$ cat src/logic/qstk_defines.vh
// Constants of the quarter-second timekeeper: register map, fields, resets, counts.
// Assumes inclusion by bare name from the logic folder.
`ifndef QSTK_DEFINES_VH
`define QSTK_DEFINES_VH

// Byte addresses on the register bus.
`define QSTK_OFS_CTRL 4'h0
`define QSTK_OFS_STAT 4'h4
`define QSTK_OFS_MATCH 4'h8
`define QSTK_OFS_COUNT 4'hC

// Control register fields.
`define QSTK_CTRL_EN 7
`define QSTK_CTRL_SRC_HI 6
`define QSTK_CTRL_SRC_LO 5
`define QSTK_CTRL_RESTART 4
`define QSTK_CTRL_CKO_EN 3
`define QSTK_CTRL_PS_HI 2
`define QSTK_CTRL_PS_LO 0

// Status and enable register fields.
`define QSTK_STAT_QF 7
`define QSTK_STAT_SF 6
`define QSTK_STAT_MF 5
`define QSTK_STAT_QIE 4
`define QSTK_STAT_SIE 3
`define QSTK_STAT_MIE 2
`define QSTK_STAT_MEN 1
`define QSTK_STAT_PEND 0

// Reset values.
`define QSTK_RST_SRC 2'h0
`define QSTK_RST_PS 3'h1
`define QSTK_RST_MATCH 6'h00
`define QSTK_RST_COUNT 8'h00

// Reference source codes.
`define QSTK_SRC_EXT 2'h0
`define QSTK_SRC_LPO 2'h1
`define QSTK_SRC_IRC 2'h2

// Reference edges per quarter second for each divider code.
`define QSTK_DIV_000 250
`define QSTK_DIV_001 8192
`define QSTK_DIV_010 8000
`define QSTK_DIV_011 9600
`define QSTK_DIV_100 1228800
`define QSTK_DIV_101 1000000
`define QSTK_DIV_110 2000000
`define QSTK_DIV_111 4000000

// Reference edges per half period of the divided clock output, fast inputs.
`define QSTK_CKO_HALF_100 8'h40
`define QSTK_CKO_HALF_101 8'h3E
`define QSTK_CKO_HALF_110 8'h7D
`define QSTK_CKO_HALF_111 8'hFA

// Bus clock cycles during which a compare value write stays pending.
`define QSTK_PEND_CYC 3'h4

// Bus responses.
`define QSTK_RESP_OKAY 2'h0
`define QSTK_RESP_SLVERR 2'h2

`endif

$ cat src/logic/qstk_edge_sync.v
// Two-stage synchroniser for one reference clock pin with rising edge detect.
// Assumes the pin toggles slower than half the bus clock rate.
`timescale 1ns/1ns
module qstk_edge_sync (
  // Clock and reset.
  input wire aclk,
  input wire aresetn,
  // Asynchronous pin.
  input wire pin,
  // Synchronised level and one-cycle rising edge.
  output wire level,
  output wire rise
);
  reg meta_ff;
  reg sync_ff;
  reg last_ff;

  always @(posedge aclk) begin
    if (!aresetn) begin
      meta_ff <= 1'b0;
      sync_ff <= 1'b0;
      last_ff <= 1'b0;
    end else begin
      meta_ff <= pin;
      sync_ff <= meta_ff;
      last_ff <= sync_ff;
    end
  end

  assign level = sync_ff;
  assign rise = sync_ff & ~last_ff;
endmodule

$ cat src/logic/qstk_timekeeper.v
// Quarter-second timekeeper with alarm compare, three event flags and AXI4-Lite registers.
// Assumes reference clocks arrive as asynchronous pins, all far below the bus clock.
//
// Local design decisions: the AXI4-Lite register port and the register addresses.
`timescale 1ns/1ns
`include "qstk_defines.vh"
module qstk_timekeeper #(
  parameter [22:0] DIV_000 = `QSTK_DIV_000,
  parameter [22:0] DIV_001 = `QSTK_DIV_001,
  parameter [22:0] DIV_010 = `QSTK_DIV_010,
  parameter [22:0] DIV_011 = `QSTK_DIV_011,
  parameter [22:0] DIV_100 = `QSTK_DIV_100,
  parameter [22:0] DIV_101 = `QSTK_DIV_101,
  parameter [22:0] DIV_110 = `QSTK_DIV_110,
  parameter [22:0] DIV_111 = `QSTK_DIV_111
) (
  // Clock and reset.
  input wire aclk,
  input wire aresetn,
  // Write address channel.
  input wire [31:0] s_axi_awaddr,
  input wire [2:0] s_axi_awprot,
  input wire s_axi_awvalid,
  output wire s_axi_awready,
  // Write data channel.
  input wire [31:0] s_axi_wdata,
  input wire [3:0] s_axi_wstrb,
  input wire s_axi_wvalid,
  output wire s_axi_wready,
  // Write response channel.
  output wire [1:0] s_axi_bresp,
  output wire s_axi_bvalid,
  input wire s_axi_bready,
  // Read address channel.
  input wire [31:0] s_axi_araddr,
  input wire [2:0] s_axi_arprot,
  input wire s_axi_arvalid,
  output wire s_axi_arready,
  // Read data channel.
  output wire [31:0] s_axi_rdata,
  output wire [1:0] s_axi_rresp,
  output wire s_axi_rvalid,
  input wire s_axi_rready,
  // Reference clock pins.
  input wire external_oscillator_clock,
  input wire low_power_oscillator,
  input wire internal_reference_clock,
  // Timekeeper outputs.
  output wire timekeeper_irq,
  output wire divided_clock_output
);
  // Control register.
  reg timekeeper_enable_ff;
  reg [1:0] reference_source_select_ff;
  reg [2:0] reference_divider_select_ff;
  reg divided_clock_output_enable_ff;
  // Status and enable register.
  reg quarter_tick_flag_ff;
  reg whole_second_flag_ff;
  reg alarm_flag_ff;
  reg quarter_tick_irq_enable_ff;
  reg whole_second_irq_enable_ff;
  reg alarm_irq_enable_ff;
  reg alarm_compare_enable_ff;
  reg alarm_write_pending_ff;
  reg [2:0] pend_cnt_ff;
  // Compare value and counter.
  reg [5:0] alarm_compare_value_ff;
  reg [1:0] match_phase_ff;
  reg [7:0] quarter_second_counter_ff;
  reg [22:0] presc_ff;
  // Clock output divider.
  reg [7:0] cko_cnt_ff;
  reg cko_ff;
  // Bus slave state.
  reg aw_held_ff;
  reg w_held_ff;
  reg [3:0] aw_addr_ff;
  reg aw_map_ff;
  reg [7:0] w_byte_ff;
  reg w_lane_ff;
  reg bvalid_ff;
  reg [1:0] bresp_ff;
  reg rvalid_ff;
  reg [1:0] rresp_ff;
  reg [7:0] rbyte_ff;

  // Synchronised reference clocks.
  wire ext_level;
  wire ext_rise;
  wire lpo_level;
  wire lpo_rise;
  wire irc_level;
  wire irc_rise;

  qstk_edge_sync u_sync_ext (
    .aclk(aclk),
    .aresetn(aresetn),
    .pin(external_oscillator_clock),
    .level(ext_level),
    .rise(ext_rise)
  );

  qstk_edge_sync u_sync_lpo (
    .aclk(aclk),
    .aresetn(aresetn),
    .pin(low_power_oscillator),
    .level(lpo_level),
    .rise(lpo_rise)
  );

  qstk_edge_sync u_sync_irc (
    .aclk(aclk),
    .aresetn(aresetn),
    .pin(internal_reference_clock),
    .level(irc_level),
    .rise(irc_rise)
  );

  // Reference selection and divider lookup.
  reg ref_rise;
  reg ref_level;
  reg [22:0] div_sel;
  reg [7:0] cko_half;

  always @* begin
    case (reference_source_select_ff)
      `QSTK_SRC_EXT: begin
        ref_rise = ext_rise;
        ref_level = ext_level;
      end
      `QSTK_SRC_LPO: begin
        ref_rise = lpo_rise;
        ref_level = lpo_level;
      end
      `QSTK_SRC_IRC: begin
        ref_rise = irc_rise;
        ref_level = irc_level;
      end
      default: begin
        ref_rise = 1'b0;
        ref_level = 1'b0;
      end
    endcase
  end

  always @* begin
    cko_half = 8'h00;
    case (reference_divider_select_ff)
      3'h0: div_sel = DIV_000;
      3'h1: div_sel = DIV_001;
      3'h2: div_sel = DIV_010;
      3'h3: div_sel = DIV_011;
      3'h4: begin
        div_sel = DIV_100;
        cko_half = `QSTK_CKO_HALF_100;
      end
      3'h5: begin
        div_sel = DIV_101;
        cko_half = `QSTK_CKO_HALF_101;
      end
      3'h6: begin
        div_sel = DIV_110;
        cko_half = `QSTK_CKO_HALF_110;
      end
      default: begin
        div_sel = DIV_111;
        cko_half = `QSTK_CKO_HALF_111;
      end
    endcase
  end

  // Bus decode.
  wire aw_take = s_axi_awvalid & ~aw_held_ff & ~bvalid_ff;
  wire w_take = s_axi_wvalid & ~w_held_ff & ~bvalid_ff;
  wire wr_fire = aw_held_ff & w_held_ff;
  wire wr_ok = wr_fire & aw_map_ff & w_lane_ff;
  wire wr_ctrl = wr_ok & (aw_addr_ff == `QSTK_OFS_CTRL);
  wire wr_stat = wr_ok & (aw_addr_ff == `QSTK_OFS_STAT);
  wire wr_match = wr_ok & (aw_addr_ff == `QSTK_OFS_MATCH);
  wire ar_take = s_axi_arvalid & ~rvalid_ff;
  wire restart = wr_ctrl & w_byte_ff[`QSTK_CTRL_RESTART];

  assign s_axi_awready = ~aw_held_ff & ~bvalid_ff;
  assign s_axi_wready = ~w_held_ff & ~bvalid_ff;
  assign s_axi_bvalid = bvalid_ff;
  assign s_axi_bresp = bresp_ff;
  assign s_axi_arready = ~rvalid_ff;
  assign s_axi_rvalid = rvalid_ff;
  assign s_axi_rresp = rresp_ff;
  assign s_axi_rdata = {24'h000000, rbyte_ff};

  // Quarter-second tick and counter arithmetic.
  wire tick = timekeeper_enable_ff & ref_rise & (presc_ff == div_sel - 23'h000001);
  wire [7:0] cnt_inc = quarter_second_counter_ff + 8'h01;
  wire match_hit = alarm_compare_enable_ff &
    (cnt_inc == {alarm_compare_value_ff, match_phase_ff});
  wire match_ev = tick & match_hit;
  wire [7:0] nxt_counter = match_hit ? {6'h00, cnt_inc[1:0]} : cnt_inc;
  wire second_ev = tick & (cnt_inc[1:0] == 2'h0);

  // Write clears; a set in the same cycle wins.
  wire clr_qf = wr_stat & w_byte_ff[`QSTK_STAT_QF];
  wire clr_sf = wr_stat & w_byte_ff[`QSTK_STAT_SF];
  wire clr_mf = wr_stat & w_byte_ff[`QSTK_STAT_MF];

  // Control register and prescaler.
  always @(posedge aclk) begin
    if (!aresetn) begin
      timekeeper_enable_ff <= 1'b0;
      reference_source_select_ff <= `QSTK_RST_SRC;
      reference_divider_select_ff <= `QSTK_RST_PS;
      divided_clock_output_enable_ff <= 1'b0;
      presc_ff <= 23'h000000;
    end else begin
      if (wr_ctrl) begin
        timekeeper_enable_ff <= w_byte_ff[`QSTK_CTRL_EN];
        reference_source_select_ff <= w_byte_ff[`QSTK_CTRL_SRC_HI:`QSTK_CTRL_SRC_LO];
        reference_divider_select_ff <= w_byte_ff[`QSTK_CTRL_PS_HI:`QSTK_CTRL_PS_LO];
        divided_clock_output_enable_ff <= w_byte_ff[`QSTK_CTRL_CKO_EN];
      end
      if (!timekeeper_enable_ff || restart) begin
        presc_ff <= 23'h000000;
      end else if (ref_rise) begin
        presc_ff <= tick ? 23'h000000 : presc_ff + 23'h000001;
      end
    end
  end

  // Counter: held at zero while disabled, restarted on request.
  always @(posedge aclk) begin
    if (!aresetn) begin
      quarter_second_counter_ff <= `QSTK_RST_COUNT;
    end else if (!timekeeper_enable_ff || restart) begin
      quarter_second_counter_ff <= `QSTK_RST_COUNT;
    end else if (tick) begin
      quarter_second_counter_ff <= nxt_counter;
    end
  end

  // Status flags and enables.
  always @(posedge aclk) begin
    if (!aresetn) begin
      quarter_tick_flag_ff <= 1'b0;
      whole_second_flag_ff <= 1'b0;
      alarm_flag_ff <= 1'b0;
      quarter_tick_irq_enable_ff <= 1'b0;
      whole_second_irq_enable_ff <= 1'b0;
      alarm_irq_enable_ff <= 1'b0;
      alarm_compare_enable_ff <= 1'b0;
    end else begin
      quarter_tick_flag_ff <= tick | (quarter_tick_flag_ff & ~clr_qf);
      whole_second_flag_ff <= second_ev | (whole_second_flag_ff & ~clr_sf);
      alarm_flag_ff <= match_ev | (alarm_flag_ff & ~clr_mf);
      if (wr_stat) begin
        quarter_tick_irq_enable_ff <= w_byte_ff[`QSTK_STAT_QIE];
        whole_second_irq_enable_ff <= w_byte_ff[`QSTK_STAT_SIE];
        alarm_irq_enable_ff <= w_byte_ff[`QSTK_STAT_MIE];
        alarm_compare_enable_ff <= w_byte_ff[`QSTK_STAT_MEN];
      end
    end
  end

  // Compare value; the low two bits take the counter phase at the write.
  always @(posedge aclk) begin
    if (!aresetn) begin
      alarm_compare_value_ff <= `QSTK_RST_MATCH;
      match_phase_ff <= 2'h0;
      alarm_write_pending_ff <= 1'b0;
      pend_cnt_ff <= 3'h0;
    end else if (wr_match && !alarm_write_pending_ff) begin
      alarm_compare_value_ff <= w_byte_ff[7:2];
      match_phase_ff <= quarter_second_counter_ff[1:0];
      alarm_write_pending_ff <= 1'b1;
      pend_cnt_ff <= `QSTK_PEND_CYC - 3'h1;
    end else if (alarm_write_pending_ff) begin
      // A write in this state is dropped.
      pend_cnt_ff <= pend_cnt_ff - 3'h1;
      if (pend_cnt_ff == 3'h0) begin
        alarm_write_pending_ff <= 1'b0;
      end
    end
  end

  // One interrupt line for all three events.
  assign timekeeper_irq = (quarter_tick_flag_ff & quarter_tick_irq_enable_ff) |
    (whole_second_flag_ff & whole_second_irq_enable_ff) |
    (alarm_flag_ff & alarm_irq_enable_ff);

  // Divided clock output: held low for divider code 000, other slow inputs pass through, fast ones are divided down.
  always @(posedge aclk) begin
    if (!aresetn) begin
      cko_cnt_ff <= 8'h00;
      cko_ff <= 1'b0;
    end else if (!timekeeper_enable_ff || !divided_clock_output_enable_ff ||
                 reference_divider_select_ff == 3'h0) begin
      cko_cnt_ff <= 8'h00;
      cko_ff <= 1'b0;
    end else if (cko_half == 8'h00) begin
      cko_ff <= ref_level;
    end else if (ref_rise) begin
      if (cko_cnt_ff == cko_half - 8'h01) begin
        cko_cnt_ff <= 8'h00;
        cko_ff <= ~cko_ff;
      end else begin
        cko_cnt_ff <= cko_cnt_ff + 8'h01;
      end
    end
  end

  assign divided_clock_output = cko_ff;

  // Write channel: address and data captured in either order.
  always @(posedge aclk) begin
    if (!aresetn) begin
      aw_held_ff <= 1'b0;
      w_held_ff <= 1'b0;
      aw_addr_ff <= 4'h0;
      aw_map_ff <= 1'b0;
      w_byte_ff <= 8'h00;
      w_lane_ff <= 1'b0;
      bvalid_ff <= 1'b0;
      bresp_ff <= `QSTK_RESP_OKAY;
    end else begin
      if (aw_take) begin
        aw_held_ff <= 1'b1;
        aw_addr_ff <= s_axi_awaddr[3:0];
        aw_map_ff <= (s_axi_awaddr[31:4] == 28'h0000000) &&
          (s_axi_awaddr[1:0] == 2'h0);
      end
      if (w_take) begin
        w_held_ff <= 1'b1;
        w_byte_ff <= s_axi_wdata[7:0];
        w_lane_ff <= s_axi_wstrb[0];
      end
      if (wr_fire) begin
        aw_held_ff <= 1'b0;
        w_held_ff <= 1'b0;
        bvalid_ff <= 1'b1;
        bresp_ff <= aw_map_ff ? `QSTK_RESP_OKAY : `QSTK_RESP_SLVERR;
      end else if (bvalid_ff && s_axi_bready) begin
        bvalid_ff <= 1'b0;
      end
    end
  end

  // Read channel: data registered on the same edge that takes the address.
  reg [7:0] rd_mux;
  reg rd_hit;

  always @* begin
    rd_hit = (s_axi_araddr[31:4] == 28'h0000000) && (s_axi_araddr[1:0] == 2'h0);
    case (s_axi_araddr[3:0])
      `QSTK_OFS_CTRL: rd_mux = {timekeeper_enable_ff, reference_source_select_ff, 1'b0,
        divided_clock_output_enable_ff, reference_divider_select_ff};
      `QSTK_OFS_STAT: rd_mux = {quarter_tick_flag_ff, whole_second_flag_ff, alarm_flag_ff,
        quarter_tick_irq_enable_ff, whole_second_irq_enable_ff, alarm_irq_enable_ff,
        alarm_compare_enable_ff, alarm_write_pending_ff};
      `QSTK_OFS_MATCH: rd_mux = {alarm_compare_value_ff, match_phase_ff};
      `QSTK_OFS_COUNT: rd_mux = quarter_second_counter_ff;
      default: begin
        rd_mux = 8'h00;
        rd_hit = 1'b0;
      end
    endcase
  end

  always @(posedge aclk) begin
    if (!aresetn) begin
      rvalid_ff <= 1'b0;
      rresp_ff <= `QSTK_RESP_OKAY;
      rbyte_ff <= 8'h00;
    end else if (ar_take) begin
      rvalid_ff <= 1'b1;
      rresp_ff <= rd_hit ? `QSTK_RESP_OKAY : `QSTK_RESP_SLVERR;
      rbyte_ff <= rd_hit ? rd_mux : 8'h00;
    end else if (rvalid_ff && s_axi_rready) begin
      rvalid_ff <= 1'b0;
    end
  end
endmodule

$ cat config.mk
export PLATFORM = sky130hd
export DESIGN_NAME = qstk_timekeeper
export DESIGN_NICKNAME = d
export VERILOG_FILES = /design/src/logic/qstk_edge_sync.v /design/src/logic/qstk_timekeeper.v
export VERILOG_INCLUDE_DIRS = /design/src /design/src/logic
export SDC_FILE = /design/constraint.sdc
export NUM_CORES = 1
export LEC_CHECK = 0
export ABC_CLOCK_PERIOD_IN_PS = 2620
export BUFFER_PORTS_ARGS = -buffer_cell sky130_fd_sc_hd__buf_2
export CAP_MARGIN = 0
export CORE_UTILIZATION = 49
export CTS_BUF_LIST = sky130_fd_sc_hd__clkbuf_2 sky130_fd_sc_hd__clkbuf_4 sky130_fd_sc_hd__clkbuf_8
export DETAILED_ROUTE_END_ITERATION = 16
export PLACE_DENSITY_LB_ADDON = 0.1
export SLEW_MARGIN = 20
export SYNTH_ARGS = -nofsm -noshare
export SYNTH_HDL_FRONTEND = slang
export SYNTH_SLANG_ARGS = --single-unit
$ cat constraint.sdc
create_clock -name aclk -period 2.62 [get_ports aclk]
set_input_delay 0.131 -clock aclk [delete_from_list [all_inputs] [get_ports aclk]]
set_output_delay 0.131 -clock aclk [all_outputs]
set_load 0.02 [all_outputs]
* Yosys cells after proc, flatten, opt, wreduce, memory -nomap -nowiden
Index checks and enable logic that the tools add are counted.
** Storage, ports and cells
- Flip-flop bits (word level) :: 105
- Input bits :: 116
- Output and inout port bits :: 43
- Word-level logic and storage cells :: 170
** Cells by class
- Add/subtract/negate cells :: 6
- Equality and inequality tests :: 16
- Mux-type cells :: 24
- Bitwise logic cells :: 49
- Reductions and logical operators :: 35
** Operators by type and width (number)
- $pmux 22 s7 :: 1
- $pmux 8 s4 :: 2
- $logic_not 28->1 :: 2
- $and 1x1->1 :: 31
- $mux 8 :: 3
- $add 23x1->23 const B :: 1
- $eq 23x23->1 :: 1
- $mux 23 :: 1
- $sub 23x1->23 const B :: 1
- $add 8x1->8 const B :: 2
- $eq 8x8->1 :: 2
- $not 1->1 :: 13
- $eq 4x4->1 const B :: 3
- $mux 1 :: 11
- $reduce_bool 2->1 :: 5
- $eq 3x3->1 const B :: 3
- $eq 4x3->1 const B :: 2
- $logic_not 2->1 :: 4
- $logic_not 4->1 :: 2
- $logic_not 8->1 :: 1
- $mux 2 :: 4
- $reduce_or 2->1 :: 4
- $reduce_or 4->1 :: 2
- $sub 8x1->8 const B :: 1
- other kinds (12) :: 28

* Depth between registers and ports, before layout
- Depth after elaboration :: 8
- Mapped depth :: 15

* Modules after synthesis
A second synthesis with hierarchy kept.
** Unflattened totals
- Cell total of the unflattened synthesis :: 685
- Area total of the unflattened synthesis :: 5556.6 µm²
** By module, submodules not included
- qstk_timekeeper :: instances 1, cells each 664, area each 5278.8 µm², sequential area each 1881.8 µm²
- qstk_edge_sync :: instances 3, cells each 7, area each 92.6 µm², sequential area each 60.1 µm²

* Worst setup path after synthesis
Ideal clock, no wire load.
- Path type :: flip-flop to flip-flop
- From :: register reference_divider_select_ff[1]
- To :: register presc_ff[5]
- Library setup time :: 0.115 ns
- Data arrival time :: 2.692 ns
- Required time :: 2.505 ns
- Path slack :: -0.186 ns
- Stages on the path, launching flop included :: 12
- Path buffers :: 3
- Period minus slack after synthesis :: 2.806 ns
- Path through :: dfxtp_1 > buf_2 > or3_1 > ha_1 > xnor2_1 > or4_1 > a2111oi_0 > and4_1 > or2_4 > buf_8 > buf_8 > nor2_1
** Between the ends
- Longest elaborated chain between the ends :: 6
- Elaborated cells on any way between the ends :: 12
- Those cells by class :: 1 x add/sub; 7 x eq/ne; 2 x mux; 1 x bitwise; 1 x reduce/logical
** RTL lines
- from (decl) :: RTL line qstk_timekeeper.v:55 : reg [2:0] reference_divider_select_ff;
- from (signal assigned) :: RTL line qstk_timekeeper.v:212 : reference_divider_select_ff <= `QSTK_RST_PS;
- from (signal assigned) :: RTL line qstk_timekeeper.v:219 : reference_divider_select_ff <= w_byte_ff[`QSTK_CTRL_PS_HI:`QSTK_CTRL_PS_LO];
- $eq 3x3->1 (tied with other cells) :: RTL line qstk_timekeeper.v:149 : case (reference_divider_select_ff)
- $pmux 22 s7 * :: RTL line qstk_timekeeper.v:149
- $sub 23x1->23 * :: RTL line qstk_timekeeper.v:194 : wire tick = timekeeper_enable_ff & ref_rise & (presc_ff == div_sel - 23'h000001);
- $eq 23x23->1 * :: RTL line qstk_timekeeper.v:194
- $and 1x1->1 * :: RTL line qstk_timekeeper.v:194
- $mux 23 * :: RTL line qstk_timekeeper.v:225 : presc_ff <= tick ? 23'h000000 : presc_ff + 23'h000001;
- to (signal assigned) :: RTL line qstk_timekeeper.v:225
- to (decl) :: RTL line qstk_timekeeper.v:71 : reg [22:0] presc_ff;
Every way passes the cells marked *; elsewhere a longest branch is shown, timed or not.
A chain may end at the register's enable or synchronous reset.

* Final worst setup path
- From :: register reference_divider_select_ff[0]
- To :: register presc_ff[18]
The elaborated chain is that of the path after synthesis.

==> key figures <==
Run status
  • Run status: finished clean

Drt
  • Number of nets with antenna violations after routing: 0
  • Routed vias: 4886
  • Total Wirelength: approximately 13000 um
  • Via density per instance: 5.36
  • DRC errors left: 0
  • Total iterations of the first detailed-routing run: 5
  • DRT iter0 DRCs: ~340
  • Routed wire per std cell: 14.1 um

Final layout
  • Most frequent standard cell in the layout excluding fill and tap cells: sky130_fd_sc_hd__dfxtp_1
  • Number of nets in the layout: 891
  • Diode insertion count for antenna repair: 0
  • Non-filler instance count after layout: 912
  • Share of the core filled with cells in the final layout: 60.2%
  • Most frequent cells in the layout: sky130_fd_sc_hd__dfxtp_1 (100), sky130_fd_sc_hd__buf_2 (99), sky130_fd_sc_hd__nor2_1 (79), sky130_fd_sc_hd__nand2_1 (69), sky130_fd_sc_hd__a21oi_1 (39)
  • Layout cells sized above 1: 21.0%
  • Area delta synth->final: 18.9%

Synthesis
  • Adder-cell share of the synthesized area: about 1.8%
  • Xor-xnor portion of the synthesized cell area: 8.57%
  • Biggest area contributors in the synthesized netlist: sky130_fd_sc_hd__dfxtp_1 (37%), sky130_fd_sc_hd__nor2_1 (5.4%), sky130_fd_sc_hd__xnor2_1 (4.9%)
  • Ys Warns: 0
  • Share of async-settable or async-resettable flops after synthesis: 0%
  • Proportion of netlist area held by the largest area contributor: 37.4%
  • Multiplexer area fraction after synthesis: under 10%
  • Dominant combinational cell family by area after synthesis: simple AND/OR/NAND/NOR gates
  • Post-Synth Simple-Gate Area: between 20 and 30%
  • Yosys top cell by area: sky130_fd_sc_hd__dfxtp_1
  • Post-synthesis instance area: 5520 sq um
  • Post-Syn Instances: 654
  • Average instance area after synthesis: ~8.4 sq um
  • Synthesized-area fraction occupied by ao, oa, aoi and oai cells: roughly a tenth
  • Number of synthesized flops with an enable pin: 0
  • Flop and latch count out of synthesis: 103
  • Primary flip-flop cell chosen by synthesis mapping: sky130_fd_sc_hd__dfxtp_1
  • Sequential element share of the synthesized area: between 30 and 40%
  • Synth cell types: 58

STA
  • Worst clock skew: 0.0143 ns
  • Sum of negative setup slack: 0 ns
  • Final worst-path setup slack: 0.0501 ns
  • Post-route minimum period: roughly 2.6 ns
  • Worst slew pin tran: approximately 0.97 ns
  • Number of hold violations in the final report: 0
  • Number of max-slew violations in the final report: 0
  • Unrepaired setup endpoints after global routing: true
  • Max transition margin: between 30% and 40%
  • Fmax: approximately 0.39 GHz
  • Final Cycle Share: between 90% and 100%
  • Setup violation total in the final timing report: 0

Critical path
  • Critical Path RT: just under 3 ns
  • Buffers and inverters on the worst path: 1
  • Max incr delay on CP: approximately 0.38 ns
  • Kind of start point of the critical path: flop
  • Crit path arrival time: between 2 and 3 ns
  • Cell family with most CP delay: simple AND/OR/NAND/NOR gates
  • Critical Path End Type: flop
  • Critical Path, Cell by Cell: or3_4 > ha_4 > xor2_4 > o311a_1 > nor4_2 > a211o_1 > and4_4 > or2_4 > buf_12 > nor2_1
  • Slowest stage cell on the critical path: sky130_fd_sc_hd__or3_4
  • Maximum fanout along the worst path: 15
  • Worst setup path category: reg2reg

Global routing
  • Pin count of the biggest net entering global routing: 36
  • Total congestion overflow: 0
  • First-pass GRT wire length: about 22000 um
  • Number of global-route vias before repair: about 4700
  • All-layer global routing usage: a little under a quarter
  • Initial antenna violation count: 0

Floorplan
  • Top-level port count: 159
  • Die Footprint: around 12000 sq um
  • Num rows: 38
  • CORE AREA: approximately 11000 sq um
  • Starting Density: between 50 and 60%
  • Die Span Y: between 100 and 150 um
  • Width of the die: 108 um

Flow run
  • Max-cap violations: 0

Placement
  • Buffers added on ports: 99
  • RePlAce Congestion: between 0.8 and 0.9
  • Placed Instances: a little under 900
  • Setup WS pre-CTS: -0.0883 ns
  • Post-DP HPWL: ~9400 um

CTS
  • CTS H-tree lvls: 3
  • Buffer cell driving the clock tree root: sky130_fd_sc_hd__clkbuf_8
  • Clk Latency, worst-skew pair: slightly below 0.4 ns
  • CTS sink cnt: 103
  • Maximum root-to-sink buffer count: 2
  • CTS tree: yes
  • Clock transition at path regs: about 0.10 ns
  • Number of buffers created by CTS: 9

Worst hold path
  • Worst Hold Class: in2reg

Power and ir drop
  • Ratio of total power to cell area: roughly 430 nW/um^2
  • Final Total Pwr: 2.81 mW
  • Max VDD drop: approximately 0.40 mV
  • Static Leak: around 2.5 nW
[worst paths after layout]
path	slack, ns	from	end	cells past startpoint
hold reg to reg	0.44	u_sync_irc.meta_ff	u_sync_irc.level	1
hold / removal	0.06	aresetn	reference_divider_select_ff[0]	2
setup reg to reg	0.05	reference_divider_select_ff[0]	presc_ff[18]	10
setup / recovery	0.05	reference_divider_select_ff[0]	presc_ff[18]	10
[state kept, by name (all words and copies together) (netlist names), 2 cells and up]
register,count
cko_cnt_ff,8
presc_ff,23
w_byte_ff,8
match_phase_ff,2
reference_divider_select_ff,3
alarm_compare_value_ff,6
reference_source_select_ff,2
rbyte_ff,8
aw_addr_ff,4
quarter_second_counter_ff,8
pend_cnt_ff,3
[stage by stage]
step	hold WS, ns	cell area (sq um)
floorplan	0.230	5670
global placement	0.316	6120
detailed placement	0.338	6120
CTS	0.0481	6500
global route	0.0579	6560
finish	0.0631	6560
[report_power, final]
group          total (mW)  internal [mW]  switching (mW)
sequential           1.61           1.59          0.0234
combinational       0.229          0.101           0.127
clock               0.970          0.366           0.605
[cell type report]
| cell class | count | area [sq um] |
|---|---|---|
| fill | 999 | 4330 |
| clock buffer | 9 | 124 |
| tap | 140 | 175 |
| clock inverter | 7 | 62.6 |
| inverter | 14 | 52.6 |
| multi-input combinational | 500 | 3210 |
| sequential | 103 | 2070 |
| timing repair buffer | 139 | 868 |
[cell usage after synthesis, types with 6 or more instances]
cell / instances
sky130_fd_sc_hd__nor2_1: 80
sky130_fd_sc_hd__nor4b_1: 6
sky130_fd_sc_hd__mux4_2: 7
sky130_fd_sc_hd__ha_1: 8
sky130_fd_sc_hd__and3_1: 6
sky130_fd_sc_hd__dfxtp_1: 103
sky130_fd_sc_hd__a21oi_1: 39
sky130_fd_sc_hd__o211ai_1: 7
sky130_fd_sc_hd__nand3_1: 28
sky130_fd_sc_hd__nand2_1: 69
sky130_fd_sc_hd__inv_1: 13
sky130_fd_sc_hd__and2_1: 15
sky130_fd_sc_hd__nand4_1: 15
sky130_fd_sc_hd__o21ai_0: 8
sky130_fd_sc_hd__xor2_1: 23
sky130_fd_sc_hd__buf_2: 12
sky130_fd_sc_hd__nor4_1: 15
sky130_fd_sc_hd__nand2b_1: 17
sky130_fd_sc_hd__xnor2_1: 31
sky130_fd_sc_hd__clkbuf_1: 19
sky130_fd_sc_hd__mux2i_1: 22
sky130_fd_sc_hd__buf_4: 28
sky130_fd_sc_hd__nor3_1: 11
[repair_timing]
item                                    4_1_cts  5_1_grt
resized for setup                             4        9
endpoints found under the hold margin        18        0
hold buffers                                 19        0
pin swaps                                     1        2
endpoints found under the setup margin       31       33
setup buffers                                 0        1
[cells by family (layout without fill, tap and decap cells)]
group | after synthesis | after routing
compound gates | 83 | 83
xor+xnor | 54 | 54
fa+ha+maj | 8 | 8
buf+inv | 76 | 169
flops | 103 | 103
mux | 30 | 30
other cells | 1 | 26
simple gates | 299 | 299
[metal layers]
layer	global-route usage, %	vias up	share of wire (%)
met1	28.0	2271	42
met3	6.03	20	5.3
met2	41.7	154	50
met5	0	-	0
met4	6.56	0	1.9
li1	-	2441	-
[worst register-to-register path, delay by kind of cell, from the launching register on]
| family | cells | cell delay (ns) |
|---|---|---|
| adder cells (fa/ha/maj) | 1 | 0.23 |
| XOR/XNOR | 1 | 0.18 |
| flip-flops | 1 | 0.37 |
| AO/OA/AOI/OAI | 2 | 0.46 |
| buffers and inverters | 1 | 0.15 |
| AND/OR/NAND/NOR | 5 | 1.10 |
(Power assumes the default switching activity.)
